===== src/hdl/rtc_cal_pkg.sv =====
// Shared constants, field layouts, types and helpers of the calendar counters
package rtc_cal_pkg;

  // Register byte offsets on the register bus
  localparam logic [7:0] WEEKDAY_OFS = 8'h00;
  localparam logic [7:0] DATE_OFS = 8'h04;
  localparam logic [7:0] MONTH_OFS = 8'h08;
  localparam logic [7:0] YEAR_OFS = 8'h0c;
  localparam logic [7:0] CTRL_OFS = 8'h10;

  // Field positions
  localparam int WEEKDAY_MSB = 2;
  localparam int DATE_MSB = 5;
  localparam int MONTH_MSB = 4;
  localparam int YEAR_MSB = 15;
  localparam int CTRL_RUN_BIT = 0;
  localparam int CTRL_LEAP_BIT = 1;

  // Reset values of control state
  localparam logic CTRL_RUN_RESET = 1'b0;

  // Weekday codes
  localparam logic [2:0] SUNDAY = 3'h0;
  localparam logic [2:0] SATURDAY = 3'h6;

  // BCD calendar limits
  localparam logic [7:0] DATE_FIRST = 8'h01;
  localparam logic [7:0] DAYS_28 = 8'h28;
  localparam logic [7:0] DAYS_29 = 8'h29;
  localparam logic [7:0] DAYS_30 = 8'h30;
  localparam logic [7:0] DAYS_31 = 8'h31;
  localparam logic [7:0] MONTH_FIRST = 8'h01;
  localparam logic [7:0] MONTH_LAST = 8'h12;
  localparam logic [7:0] FEBRUARY = 8'h02;
  localparam logic [7:0] APRIL = 8'h04;
  localparam logic [7:0] JUNE = 8'h06;
  localparam logic [7:0] SEPTEMBER = 8'h09;
  localparam logic [7:0] NOVEMBER = 8'h11;
  localparam logic [3:0] BCD_NINE = 4'h9;

  // Bus responses
  localparam logic [1:0] RESP_OKAY = 2'h0;
  localparam logic [1:0] RESP_SLVERR = 2'h2;

  // Calendar state as seen outside
  typedef struct packed {
    logic [15:0] year;
    logic [7:0] month;
    logic [7:0] date;
    logic [2:0] weekday;
  } calendar_t;

  // Captured register write
  typedef struct packed {
    logic [7:0] addr;
    logic [31:0] data;
    logic [3:0] strb;
  } wr_req_t;

  // One BCD digit plus one, wrapping 9 to 0
  function automatic logic [3:0] bcd_digit_inc(input logic [3:0] d);
    bcd_digit_inc = (d >= BCD_NINE) ? 4'h0 : 4'(d + 4'h1);
  endfunction

  // Two BCD digits form a multiple of four
  function automatic logic bcd_div4(input logic [3:0] tens, input logic [3:0] ones);
    if (tens[0]) begin
      bcd_div4 = (ones == 4'h2) || (ones == 4'h6);
    end else begin
      bcd_div4 = (ones == 4'h0) || (ones == 4'h4) || (ones == 4'h8);
    end
  endfunction

endpackage


===== src/hdl/bcd_year_counter.sv =====
// Four-digit BCD year counter, kept through every reset
`timescale 1ns/10ps
module bcd_year_counter (
  input wire logic clk, // System clock
  input wire logic inc, // One-cycle year carry
  input wire logic [1:0] wr_en, // Byte-lane write enables
  input wire logic [15:0] wr_data, // Write data
  output logic [15:0] year // BCD year
);
  logic [15:0] next_year;
  logic carry;

  // Ripple increment across the four digits
  always_comb begin
    next_year = year;
    carry = 1'b1;
    for (int i = 0; i < 4; i++) begin
      if (carry) begin
        next_year[4*i +: 4] = rtc_cal_pkg::bcd_digit_inc(year[4*i +: 4]);
      end
      carry = carry && (year[4*i +: 4] == rtc_cal_pkg::BCD_NINE);
    end
  end

  // No reset: contents survive reset and standby
  always_ff @(posedge clk) begin
    if (wr_en != 2'b00) begin
      if (wr_en[0]) begin
        year[7:0] <= wr_data[7:0];
      end
      if (wr_en[1]) begin
        year[15:8] <= wr_data[15:8];
      end
    end else if (inc) begin
      year <= next_year;
    end
  end
endmodule


===== src/hdl/leap_year_detect.sv =====
// Leap-year detection from a four-digit BCD year
`timescale 1ns/10ps
module leap_year_detect (
  input wire logic [15:0] year, // BCD year
  output logic leap // High in a leap year
);
  logic low_zero;

  // Divisible by 4, and by 400 when divisible by 100; 0000 falls out as leap
  always_comb begin
    low_zero = (year[7:0] == 8'h00);
    leap = rtc_cal_pkg::bcd_div4(year[7:4], year[3:0]) &&
      (!low_zero || rtc_cal_pkg::bcd_div4(year[15:12], year[11:8]));
  end
endmodule


===== src/hdl/rtc_calendar_counters.sv =====
// Calendar counters of the real-time clock with an AXI4-Lite register slave
//
// Functional notes
// - Weekday advances on the same day carry that advances the date.
// - Weekday is three-bit binary, 000 Sunday to 110 Saturday, 111 reserved.
// - Weekday bits 7 to 3 read zero and ignore writes.
// - BCD date advances by one on each day carry from the hour counter.
// - Date ones digit counts 0 to 9, its carry bumps the tens digit.
// - Date tens in bits 5:4, ones in 3:0, bits 7:6 read zero.
// - Last valid date depends on month and leap year.
// - Leap year when year divides by 4, and by 400 when by 100.
// - Year value 0000 counts as a leap year.
// - BCD month advances by one on each month carry from the date.
// - Month tens in bit 4, ones in 3:0, bits 7:5 read zero.
// - Year is four BCD digits, thousands in 15:12 down to ones in 3:0.
// - Year advances by one on each year carry from the month.
// - Calendar counters keep their contents through every reset and standby.
`timescale 1ns/10ps
module rtc_calendar_counters #(
  parameter int ADDR_W = 8 // Register bus address width
) (
  input wire logic clk, // System clock, 125 MHz
  input wire logic nrst, // Asynchronous reset, active low
  input wire logic [ADDR_W-1:0] awaddr, // Write address
  input wire logic awvalid, // Write address valid
  output logic awready, // Write address ready
  input wire logic [31:0] wdata, // Write data
  input wire logic [3:0] wstrb, // Write byte strobes
  input wire logic wvalid, // Write data valid
  output logic wready, // Write data ready
  output logic [1:0] bresp, // Write response
  output logic bvalid, // Write response valid
  input wire logic bready, // Write response ready
  input wire logic [ADDR_W-1:0] araddr, // Read address
  input wire logic arvalid, // Read address valid
  output logic arready, // Read address ready
  output logic [31:0] rdata, // Read data
  output logic [1:0] rresp, // Read response
  output logic rvalid, // Read data valid
  input wire logic rready, // Read data ready
  input wire logic day_carry, // One-cycle day carry from the hour counter
  output rtc_cal_pkg::calendar_t calendar, // Current calendar state
  output logic year_carry // One-cycle pulse when the year advances
);

  // Calendar counters, never reset
  logic [2:0] weekday;
  logic [5:0] date;
  logic [4:0] month;
  logic [15:0] year;

  // Control state
  logic run;

  // Write channel bookkeeping
  logic aw_got;
  logic w_got;
  logic [7:0] aw_addr_q;
  logic [31:0] w_data_q;
  logic [3:0] w_strb_q;
  rtc_cal_pkg::wr_req_t wr_req;
  logic wr_fire;
  logic wr_mapped;

  // Decoded write enables
  logic wr_weekday;
  logic wr_date;
  logic wr_month;
  logic [1:0] wr_year;
  logic wr_ctrl;

  // Counting
  logic count_en;
  logic leap;
  logic [7:0] date_bcd;
  logic [7:0] month_bcd;
  logic [7:0] last_date;
  logic month_carry;
  logic next_year_carry;
  logic [2:0] next_weekday;
  logic [5:0] next_date;
  logic [4:0] next_month;
  logic [7:0] date_inc;
  logic [7:0] month_inc;

  // Read path
  logic [7:0] rd_addr;
  logic [31:0] next_rdata;
  logic next_rresp_err;

  // Register byte offset check against one of the documented words
  function automatic logic addr_is(input logic [7:0] a, input logic [7:0] ofs);
    addr_is = (a == ofs);
  endfunction

  // Last valid date of a month
  function automatic logic [7:0] month_last_date(input logic [7:0] m, input logic lp);
    if (m == rtc_cal_pkg::FEBRUARY) begin
      month_last_date = lp ? rtc_cal_pkg::DAYS_29 : rtc_cal_pkg::DAYS_28;
    end else if ((m == rtc_cal_pkg::APRIL) || (m == rtc_cal_pkg::JUNE) ||
                 (m == rtc_cal_pkg::SEPTEMBER) || (m == rtc_cal_pkg::NOVEMBER)) begin
      month_last_date = rtc_cal_pkg::DAYS_30;
    end else begin
      month_last_date = rtc_cal_pkg::DAYS_31;
    end
  endfunction

  // Two-digit BCD value plus one, a ones digit of 9 carrying into the tens
  function automatic logic [7:0] bcd_pair_inc(input logic [7:0] v);
    if (v[3:0] >= rtc_cal_pkg::BCD_NINE) begin
      bcd_pair_inc = {4'(v[7:4] + 4'h1), 4'h0};
    end else begin
      bcd_pair_inc = {v[7:4], rtc_cal_pkg::bcd_digit_inc(v[3:0])};
    end
  endfunction

  // Write address channel: held until the response is taken
  always_ff @(posedge clk or negedge nrst) begin
    if (!nrst) begin
      awready <= 1'b1;
      aw_got <= 1'b0;
      aw_addr_q <= 8'h00;
    end else if (awready && awvalid) begin
      awready <= 1'b0;
      aw_got <= 1'b1;
      aw_addr_q <= 8'(awaddr);
    end else if (bvalid && bready) begin
      awready <= 1'b1;
      aw_got <= 1'b0;
    end
  end

  // Write data channel, taken in either order with the address
  always_ff @(posedge clk or negedge nrst) begin
    if (!nrst) begin
      wready <= 1'b1;
      w_got <= 1'b0;
      w_data_q <= 32'h0000_0000;
      w_strb_q <= 4'h0;
    end else if (wready && wvalid) begin
      wready <= 1'b0;
      w_got <= 1'b1;
      w_data_q <= wdata;
      w_strb_q <= wstrb;
    end else if (bvalid && bready) begin
      wready <= 1'b1;
      w_got <= 1'b0;
    end
  end

  // Write request once both halves are in
  always_comb begin
    wr_req.addr = aw_addr_q;
    wr_req.data = w_data_q;
    wr_req.strb = w_strb_q;
    wr_fire = aw_got && w_got && !bvalid;
    wr_mapped = addr_is(wr_req.addr, rtc_cal_pkg::WEEKDAY_OFS) ||
      addr_is(wr_req.addr, rtc_cal_pkg::DATE_OFS) ||
      addr_is(wr_req.addr, rtc_cal_pkg::MONTH_OFS) ||
      addr_is(wr_req.addr, rtc_cal_pkg::YEAR_OFS) ||
      addr_is(wr_req.addr, rtc_cal_pkg::CTRL_OFS);
  end

  // Byte-lane write enables per register
  always_comb begin
    wr_weekday = wr_fire && wr_req.strb[0] && addr_is(wr_req.addr, rtc_cal_pkg::WEEKDAY_OFS);
    wr_date = wr_fire && wr_req.strb[0] && addr_is(wr_req.addr, rtc_cal_pkg::DATE_OFS);
    wr_month = wr_fire && wr_req.strb[0] && addr_is(wr_req.addr, rtc_cal_pkg::MONTH_OFS);
    wr_ctrl = wr_fire && wr_req.strb[0] && addr_is(wr_req.addr, rtc_cal_pkg::CTRL_OFS);
    if (wr_fire && addr_is(wr_req.addr, rtc_cal_pkg::YEAR_OFS)) begin
      wr_year = wr_req.strb[1:0];
    end else begin
      wr_year = 2'b00;
    end
  end

  // Write response, error for an unmapped word
  always_ff @(posedge clk or negedge nrst) begin
    if (!nrst) begin
      bvalid <= 1'b0;
      bresp <= rtc_cal_pkg::RESP_OKAY;
    end else if (wr_fire) begin
      bvalid <= 1'b1;
      bresp <= wr_mapped ? rtc_cal_pkg::RESP_OKAY : rtc_cal_pkg::RESP_SLVERR;
    end else if (bvalid && bready) begin
      bvalid <= 1'b0;
    end
  end

  // Count-stop control bit
  always_ff @(posedge clk or negedge nrst) begin
    if (!nrst) begin
      run <= rtc_cal_pkg::CTRL_RUN_RESET;
    end else if (wr_ctrl) begin
      run <= wr_req.data[rtc_cal_pkg::CTRL_RUN_BIT];
    end
  end

  // Leap year from the current year
  leap_year_detect u_leap (
    .year(year),
    .leap(leap)
  );

  // Day carry qualified by the count-stop bit; ignored while stopped
  always_comb begin
    count_en = day_carry && run;
    date_bcd = {2'b00, date};
    month_bcd = {3'b000, month};
    last_date = month_last_date(month_bcd, leap);
  end

  // Weekday step; the reserved code also falls back to Sunday
  always_comb begin
    if (weekday >= rtc_cal_pkg::SATURDAY) begin
      next_weekday = rtc_cal_pkg::SUNDAY;
    end else begin
      next_weekday = 3'(weekday + 3'h1);
    end
  end

  // Date step; at or past month end wraps, so a bad value cannot stick
  always_comb begin
    date_inc = bcd_pair_inc(date_bcd);
    if (date_bcd >= last_date) begin
      next_date = rtc_cal_pkg::DATE_FIRST[5:0];
      month_carry = 1'b1;
    end else begin
      next_date = date_inc[5:0];
      month_carry = 1'b0;
    end
  end

  // Month step and the year carry leaving it
  always_comb begin
    month_inc = bcd_pair_inc(month_bcd);
    if (month_bcd >= rtc_cal_pkg::MONTH_LAST) begin
      next_month = rtc_cal_pkg::MONTH_FIRST[4:0];
      next_year_carry = month_carry;
    end else begin
      next_month = month_inc[4:0];
      next_year_carry = 1'b0;
    end
  end

  // Weekday counter, not reset; a software write wins over counting
  always_ff @(posedge clk) begin
    if (wr_weekday) begin
      weekday <= wr_req.data[rtc_cal_pkg::WEEKDAY_MSB:0];
    end else if (count_en) begin
      weekday <= next_weekday;
    end
  end

  // Date counter, not reset
  always_ff @(posedge clk) begin
    if (wr_date) begin
      date <= wr_req.data[rtc_cal_pkg::DATE_MSB:0];
    end else if (count_en) begin
      date <= next_date;
    end
  end

  // Month counter, not reset
  always_ff @(posedge clk) begin
    if (wr_month) begin
      month <= wr_req.data[rtc_cal_pkg::MONTH_MSB:0];
    end else if (count_en && month_carry) begin
      month <= next_month;
    end
  end

  // Year counter
  bcd_year_counter u_year (
    .clk(clk),
    .inc(count_en && next_year_carry),
    .wr_en(wr_year),
    .wr_data(wr_req.data[rtc_cal_pkg::YEAR_MSB:0]),
    .year(year)
  );

  // Year carry pulse out
  always_ff @(posedge clk or negedge nrst) begin
    if (!nrst) begin
      year_carry <= 1'b0;
    end else begin
      year_carry <= count_en && next_year_carry && (wr_year == 2'b00);
    end
  end

  // Calendar view straight from the counter flops
  always_comb begin
    calendar.year = year;
    calendar.month = month_bcd;
    calendar.date = date_bcd;
    calendar.weekday = weekday;
  end

  // Read data selection; reserved bits read zero
  always_comb begin
    rd_addr = 8'(araddr);
    next_rdata = 32'h0000_0000;
    next_rresp_err = 1'b0;
    if (addr_is(rd_addr, rtc_cal_pkg::WEEKDAY_OFS)) begin
      next_rdata[rtc_cal_pkg::WEEKDAY_MSB:0] = weekday;
    end else if (addr_is(rd_addr, rtc_cal_pkg::DATE_OFS)) begin
      next_rdata[rtc_cal_pkg::DATE_MSB:0] = date;
    end else if (addr_is(rd_addr, rtc_cal_pkg::MONTH_OFS)) begin
      next_rdata[rtc_cal_pkg::MONTH_MSB:0] = month;
    end else if (addr_is(rd_addr, rtc_cal_pkg::YEAR_OFS)) begin
      next_rdata[rtc_cal_pkg::YEAR_MSB:0] = year;
    end else if (addr_is(rd_addr, rtc_cal_pkg::CTRL_OFS)) begin
      next_rdata[rtc_cal_pkg::CTRL_RUN_BIT] = run;
      next_rdata[rtc_cal_pkg::CTRL_LEAP_BIT] = leap;
    end else begin
      next_rresp_err = 1'b1;
    end
  end

  // Read address and data channels
  always_ff @(posedge clk or negedge nrst) begin
    if (!nrst) begin
      arready <= 1'b1;
      rvalid <= 1'b0;
      rdata <= 32'h0000_0000;
      rresp <= rtc_cal_pkg::RESP_OKAY;
    end else if (arready && arvalid) begin
      arready <= 1'b0;
      rvalid <= 1'b1;
      rdata <= next_rdata;
      rresp <= next_rresp_err ? rtc_cal_pkg::RESP_SLVERR : rtc_cal_pkg::RESP_OKAY;
    end else if (rvalid && rready) begin
      arready <= 1'b1;
      rvalid <= 1'b0;
    end
  end

endmodule


===== config.mk =====
export PLATFORM = sky130hd
export DESIGN_NAME = rtc_calendar_counters
export DESIGN_NICKNAME = d
export VERILOG_FILES = /design/src/hdl/rtc_cal_pkg.sv /design/src/hdl/bcd_year_counter.sv /design/src/hdl/leap_year_detect.sv /design/src/hdl/rtc_calendar_counters.sv
export SDC_FILE = /design/constraint.sdc
export NUM_CORES = 1
export LEC_CHECK = 0
export BUFFER_PORTS_ARGS = -buffer_cell sky130_fd_sc_hd__buf_2
export CORE_UTILIZATION = 48
export DETAILED_ROUTE_END_ITERATION = 12
export PLACE_DENSITY = 0.78
export SLEW_MARGIN = 15
export SYNTH_ARGS = -nofsm -noshare
export SYNTH_HDL_FRONTEND = slang
export SYNTH_SLANG_ARGS = --single-unit

===== constraint.sdc =====
create_clock -name clk -period 3.4 [get_ports clk]
set_input_delay 0.51 -clock clk [delete_from_list [all_inputs] [get_ports clk]]
set_output_delay 0.51 -clock clk [all_outputs]
set_load 0.05 [all_outputs]

# Word level (Yosys, flattened, before mapping)
# Index checks and enable logic that the tools add are counted.
[op_classes] div_mod_pow=0 bitwise_logic=0 addsub=9 eq_ne=26 order_cmp=9 reduce_logical=62 n_shift=0 mul=0 mux=57
[op_table] op="== test 8 x 4 -> 1 bit (second input constant)" n=4
[op_table] op="two-way mux 16 bit" n=2
[op_table] op="two-way mux 5 bit" n=6
[op_table] op="two-way mux 6 bit" n=5
[op_table] op="two-way mux 4 bit" n=7
[op_table] op="adder 4 x 1 -> 4 bit (second input constant)" n=6
[op_table] op=">= comparator 4 bit (second input constant)" n=6
[op_table] op="zero test 8 bit" n=3
[op_table] op="nonzero test 2 bit" n=12
[op_table] op="two-way mux 1 bit" n=22
[op_table] op="== test 4 bit (second input constant)" n=5
[op_table] op="logical AND 1 bit" n=20
[op_table] op="== test 4 x 3 -> 1 bit (second input constant)" n=4
[op_table] op="== test 8 x 3 -> 1 bit (second input constant)" n=2
[op_table] op="== test 8 x 5 -> 1 bit (second input constant)" n=2
[op_table] op="two-way mux 8 bit" n=2
[op_table] op="logical OR 1 bit" n=14
[op_table] op="two-way mux 14 bit" n=1
[op_table] op="two-way mux 13 bit" n=1
[op_table] op="two-way mux 3 bit" n=4
[op_table] op="two-way mux 11 bit" n=1
[op_table] op="== test 5 x 3 -> 1 bit (second input constant)" n=2
[op_table] op="two-way mux 10 bit" n=1
[op_table] op="two-way mux 2 bit" n=5
[op_table] op="other kinds (17)" n=26
[totals] rom_bits=0 reg_bits=85 wordCells=187 inputBits=60 mem_count=0 ram_bits=0 latch_bits=0

# Longest topological paths before layout
[depth] depth_word=14 mapped_depth=11

# Hierarchy
# From an unflattened synthesis, not the netlist that was laid out.
[hier_totals] hier_cells=406 area_unflattened_um2=4662.0
[by_module_without_submodules] module="rtc_calendar_counters" instances=1 area_per_inst_um2=3519.6 seq_area_each_um2=1750.4 cells_each=305
[by_module_without_submodules] module="bcd_year_counter" instances=1 area_per_inst_um2=1081.0 seq_area_each_um2=480.5 cells_each=92
[by_module_without_submodules] module="leap_year_detect" instances=1 area_per_inst_um2=61.3 seq_area_each_um2=0.0 cells_each=9

# Worst setup path before layout
# OpenSTA, ideal clock, no wires.
[synth_path] kind="register to register" startpoint="reg u_year.year[4]" endpoint="reg u_year.year[4] (enable)" path_slack_ns=-0.651 required_time_ns=3.027 t_arrival_ns=3.679 setup_time_ns=0.373 n_path_buf=0 period_less_slack_ns=4.051 path_stages_with_launch=12 cell_sequence="edfxtp_1 inv_1 ha_1 or4b_2 or3_1 o211ai_1 o21ai_0 ha_1 or4b_2 a22o_1 or3b_2 o31ai_1"
[synth_between] elab_chain_cells=12 elab_cells_between_ends=13
[synth_rtl] item="from (decl)" line_no="bcd_year_counter.sv:8" text="output logic [15:0] year"
[synth_rtl] item="from (signal assigned)" line_no="bcd_year_counter.sv:29" text="year[7:0] <= wr_data[7:0];"
[synth_rtl] item="from (signal assigned)" line_no="bcd_year_counter.sv:35" text="year <= next_year;"
[synth_rtl] item="zero test 8 bit" line_no="leap_year_detect.sv:11" text="low_zero = (year[7:0] == 8'h00);"
[synth_rtl] item="zero test 1 bit" line_no="leap_year_detect.sv:13" text="(!low_zero || rtc_cal_pkg::bcd_div4(year[15:12], year[11:8]));"
[synth_rtl] item="logical OR 1 bit" line_no="leap_year_detect.sv:13"
[synth_rtl] item="logical AND 1 bit *" line_no="leap_year_detect.sv:12" text="leap = rtc_cal_pkg::bcd_div4(year[7:4], year[3:0]) &&"
[synth_rtl] item="two-way mux 1 bit *" line_no="rtc_calendar_counters.sv:99" text="month_last_date = lp ? rtc_cal_pkg::DAYS_29 : rtc_cal_pkg::DAYS_28;"
[synth_rtl] item="two-way mux 5 bit *" line_no="rtc_calendar_counters.sv:98" text="if (m == rtc_cal_pkg::FEBRUARY) begin"
[synth_rtl] item=">= comparator 6 x 8 -> 1 bit *" line_no="rtc_calendar_counters.sv:225" text="if (date_bcd >= last_date) begin"
[synth_rtl] item="two-way mux 1 bit *" line_no="rtc_calendar_counters.sv:225"
[synth_rtl] item="two-way mux 1 bit *" line_no="rtc_calendar_counters.sv:237" text="if (month_bcd >= rtc_cal_pkg::MONTH_LAST) begin"
[synth_rtl] item="logical AND 1 bit *" line_no="rtc_calendar_counters.sv:276" text=".inc(count_en && next_year_carry),"
[synth_rtl] item="nonzero test 2 bit (no line) *"
[synth_rtl] item="AND reduction 3 bit (no line) *"
# Mark *: on every way between the ends. The rest lies on a longest branch, timed or not.
# A chain may end at the register's enable or synchronous reset.

# Final worst setup path
[layout_path] startpoint="reg u_year.year[4]" endpoint="reg u_year.year[13] (enable)"
[layout_between] elab_chain_cells=12 elab_cells_between_ends=17
[layout_rtl] item="zero test 8 bit" line_no="leap_year_detect.sv:11"
[layout_rtl] item="zero test 1 bit" line_no="leap_year_detect.sv:13"
[layout_rtl] item="logical OR 1 bit" line_no="leap_year_detect.sv:13"
[layout_rtl] item="logical AND 1 bit" line_no="leap_year_detect.sv:12"
[layout_rtl] item="two-way mux 1 bit" line_no="rtc_calendar_counters.sv:99"
[layout_rtl] item="two-way mux 5 bit" line_no="rtc_calendar_counters.sv:98"
[layout_rtl] item=">= comparator 6 x 8 -> 1 bit" line_no="rtc_calendar_counters.sv:225"
[layout_rtl] item="two-way mux 1 bit" line_no="rtc_calendar_counters.sv:225"
[layout_rtl] item="two-way mux 1 bit" line_no="rtc_calendar_counters.sv:237"
[layout_rtl] item="logical AND 1 bit" line_no="rtc_calendar_counters.sv:276"
[layout_rtl] item="nonzero test 2 bit (no line)"
[layout_rtl] item="AND reduction 3 bit (no line) *"
# Marks and branches as above.

==> reports/metrics.cfg <==
[run_status]
status = finished with violations
violations = setup timing

[sta]
rsz0062_at_grt = yes
hold_violations = 0
fin_tns_setup_ns = -0.614
fin_crit_sh_pct = 103
setup_violations = 18
max-slew-margin-rel_pct = 46.6
worst_pin_slew_ns = 0.799
worst_clock_skew_ns = 0.0172
setup_slack_ns = -0.0971
max_freq_mhz = 286
slew_viol_final = 0
period_minus_slack_ns = 3.50

[cells_and_area]
mostFrequentLayoutCell = buf_2
antenna_cells = 0
finalNonFillerCells = 685
utilization_pct = 60.4
area_delta_synth_final_pct = 22.2
nNetsFinal = 635
final_cell_mix = buf_2, dfrtp_1, mux2_2
drive_gt1_share_pct = 39.5

[placement]
portBuffers = 95
dpl.hpwl_um = 8120
dp_cells = 652
place_ws_ns = -0.112
gp_congestion = 0.817

[logic_synthesis]
synth_mux_area_share_pct = 15.7
synthSimpleGateAreaFrac_pct = 12.0
synth_top_flop_cell = dfrtp_1
synthArstFlopShare_pct = 63.9
synth_cell_types = 64
synth_xor_area_share_pct = 1.64
avgSynthCellArea_sq_um = 11.5
seq_area_frac_synth_pct = 46.4
synth-compound-area-share_pct = 10.1
synth_area_leaders = dfrtp_1, edfxtp_1, mux2_2
synth_top_area_share_pct = 26.0
yosys_register_bits = 83
synth_cells = 420
synth_top_family_by_area = multiplexers
synth.largest_area_cell = dfrtp_1
synthesis.area_sq_um = 4810
synth_edf_count = 30
yosysWarnings = 0
synth_fa_ha_area_share_pct = 7.28

[cts]
cts_root_buffer = clkbuf_8
htreeDepth = 3
clock_sinks = 83
cts_buffers = 9
clock_path_buffers = 2
tritoncts = built
cts.reportedPaths.clkPinSlew_ns = 0.10
clk_latency_ns = 0.36
postCtsHoldBufs = 0

[drt]
wl_per_cell_um = 16.4
num_vias = 3660
drtIter0Drc = 150
drc = 0
drtPass1Iterations = 4
wirelength_um = 11200
ant_nets = 0
viasPerCell = 5.34

[setup_path]
path_max_fanout = 5
cp_slowest_cell = or4b_4
worst_ep_required_time_ns = 3.43
cp_slowest_stage_delay_ns = 0.45
crit_path_frequent_cell = or4b_4
critPathKind = flop to flop
path_cells = inv_2 > ha_4 > or4b_4 > or3_4 > o211ai_1 > o21ai_1 > ha_1 > or4b_4 > a22o_1 > or3b_4 > a221oi_4
cp-start-kind = flop
worstPathArrival_ns = 3.53
end_kind = flop

[power]
p_int_mw = 1.49
power_switching_share_pct = 27.7
clkPwrFrac_pct = 37.6
power.total_mw = 2.06
ir_worst_vdd_mv = 0.226
p_comb_share_pct = 10.9
seqPwrFrac_pct = 51.6
p_sw_mw = 0.569
power.density_nw_per_um2 = 350
power.leakage_nw = 2.90

[global_routing]
grt_max_degree = 35
grt_util_all_layers_pct = 21.8
grt-ovfl-total = 0
antenna_found_initial = 0
grt_pass1_wl_um = 17200
first_global_vias = 3539

[die]
initial_core_util_pct = 49.5
io_pins = 137
die_h_um = 102
std_cell_rows = 36
die_w_um = 102
coreArea_sq_um = 9730
die_area_sq_um = 10400

[min_path]
min_path_type = input port to async pin

[flow_run]
cap_viol_max_count = 0

-- metal layers --
metal  routed length (um)  share of wire (%)  vias up  track usage, %
met5                    0                  0        -               0
met4                  328                2.9        0            10.2
met3                  537                4.8       28            3.76
met2                 5630                 50      115            37.5
met1                 4730                 42     1780            26.8
li1                     -                  -     1737               -
-- Yosys cell counts, types with 5 or more instances --
cell,instances
mux2_4,8
a31oi_1,5
nand2_1,38
dfrtp_1,50
edfxtp_1,30
mux2_2,39
inv_1,22
o21ai_0,13
mux2i_1,15
ha_1,28
nor2_1,23
buf_4,23
nand3_1,7
a22o_1,13
xnor2_1,7
a21oi_1,5
nor3_1,7
clkbuf_1,8
-- sequential cells by signal (all words and copies together), names as in the netlist, 2 cells and up --
| register | cells |
|---|---|
| w_strb_q | 2 |
| weekday | 3 |
| month | 5 |
| aw_addr_q | 8 |
| date | 6 |
| u_year.year | 16 |
| w_data_q | 16 |
| rdata | 16 |
-- final timing paths --
check | endpoint | from | slack (ns) | cells after the start
min reg2reg | rdata[4] | rdata[4] | 0.47 | 2
min | rdata[8] | nrst | 0.06 | 1
min in group clk | awready | awvalid | 0.30 | 2
max reg2reg | u_year.year[13] | u_year.year[4] | -0.1 | 11
max in group asynchronous | wready | nrst | 2.51 | 2
max | u_year.year[13] | u_year.year[4] | -0.1 | 11
-- critical path, delay by kind of cell (launching register included) --
family / cells / cell delay, ns
AO/OA/AOI/OAI: 4 / 0.85
adder cells (fa/ha/maj): 2 / 0.40
buffers and inverters: 1 / 0.11
flip-flops: 1 / 0.43
AND/OR/NAND/NOR: 4 / 1.36
-- metrics by stage --
stage | area [sq um] | hold slack, ns
2_1_floorplan | 4960 | 0.214
5_1_grt | 5880 | 0.102
6_report | 5880 | 0.0615
3_5_place_dp | 5480 | 0.457
3_3_place_gp | 5480 | 0.453
4_1_cts | 5830 | 0.0786
-- what timing repair did --
| action | 4_1_cts | 5_1_grt |
|---|---|---|
| setup buffers | 16 | 3 |
| setup endpoints to repair | 24 | 33 |
| resized for setup | 3 | 9 |
| pin swaps | 7 | 6 |
| endpoints found under the hold margin | 0 | 0 |
-- final cells by class --
class	count	area, sq um
multi-input cells	302	2450
inverters	22	82.6
clock inverters	6	68.8
fillers	811	3850
clock buffers	10	149
flip-flops and latches	83	2230
well taps	133	166
repair buffers	129	731
-- cells by family (layout without fill, tap and decap cells) --
group / after synthesis / in the layout
AO/OA/AOI/OAI: 66 / 66
XOR/XNOR: 9 / 9
adder cells (fa/ha/maj): 28 / 28
buffers and inverters: 57 / 167
flip-flops: 83 / 83
multiplexers: 64 / 64
other: 1 / 23
AND/OR/NAND/NOR: 112 / 112
-- power groups by stage --
stage	sequential [mW]	clock (mW)	combinational (mW)
3_5_place_dp	1.08	0	0.225
4_1_cts	1.06	0.778	0.226
6_report	1.06	0.773	0.223
2_1_floorplan	1.15	0	0.112
3_3_place_gp	1.08	0	0.222
5_1_grt	1.06	0.817	0.240
Note: power is estimated with default switching activity, not from simulation.
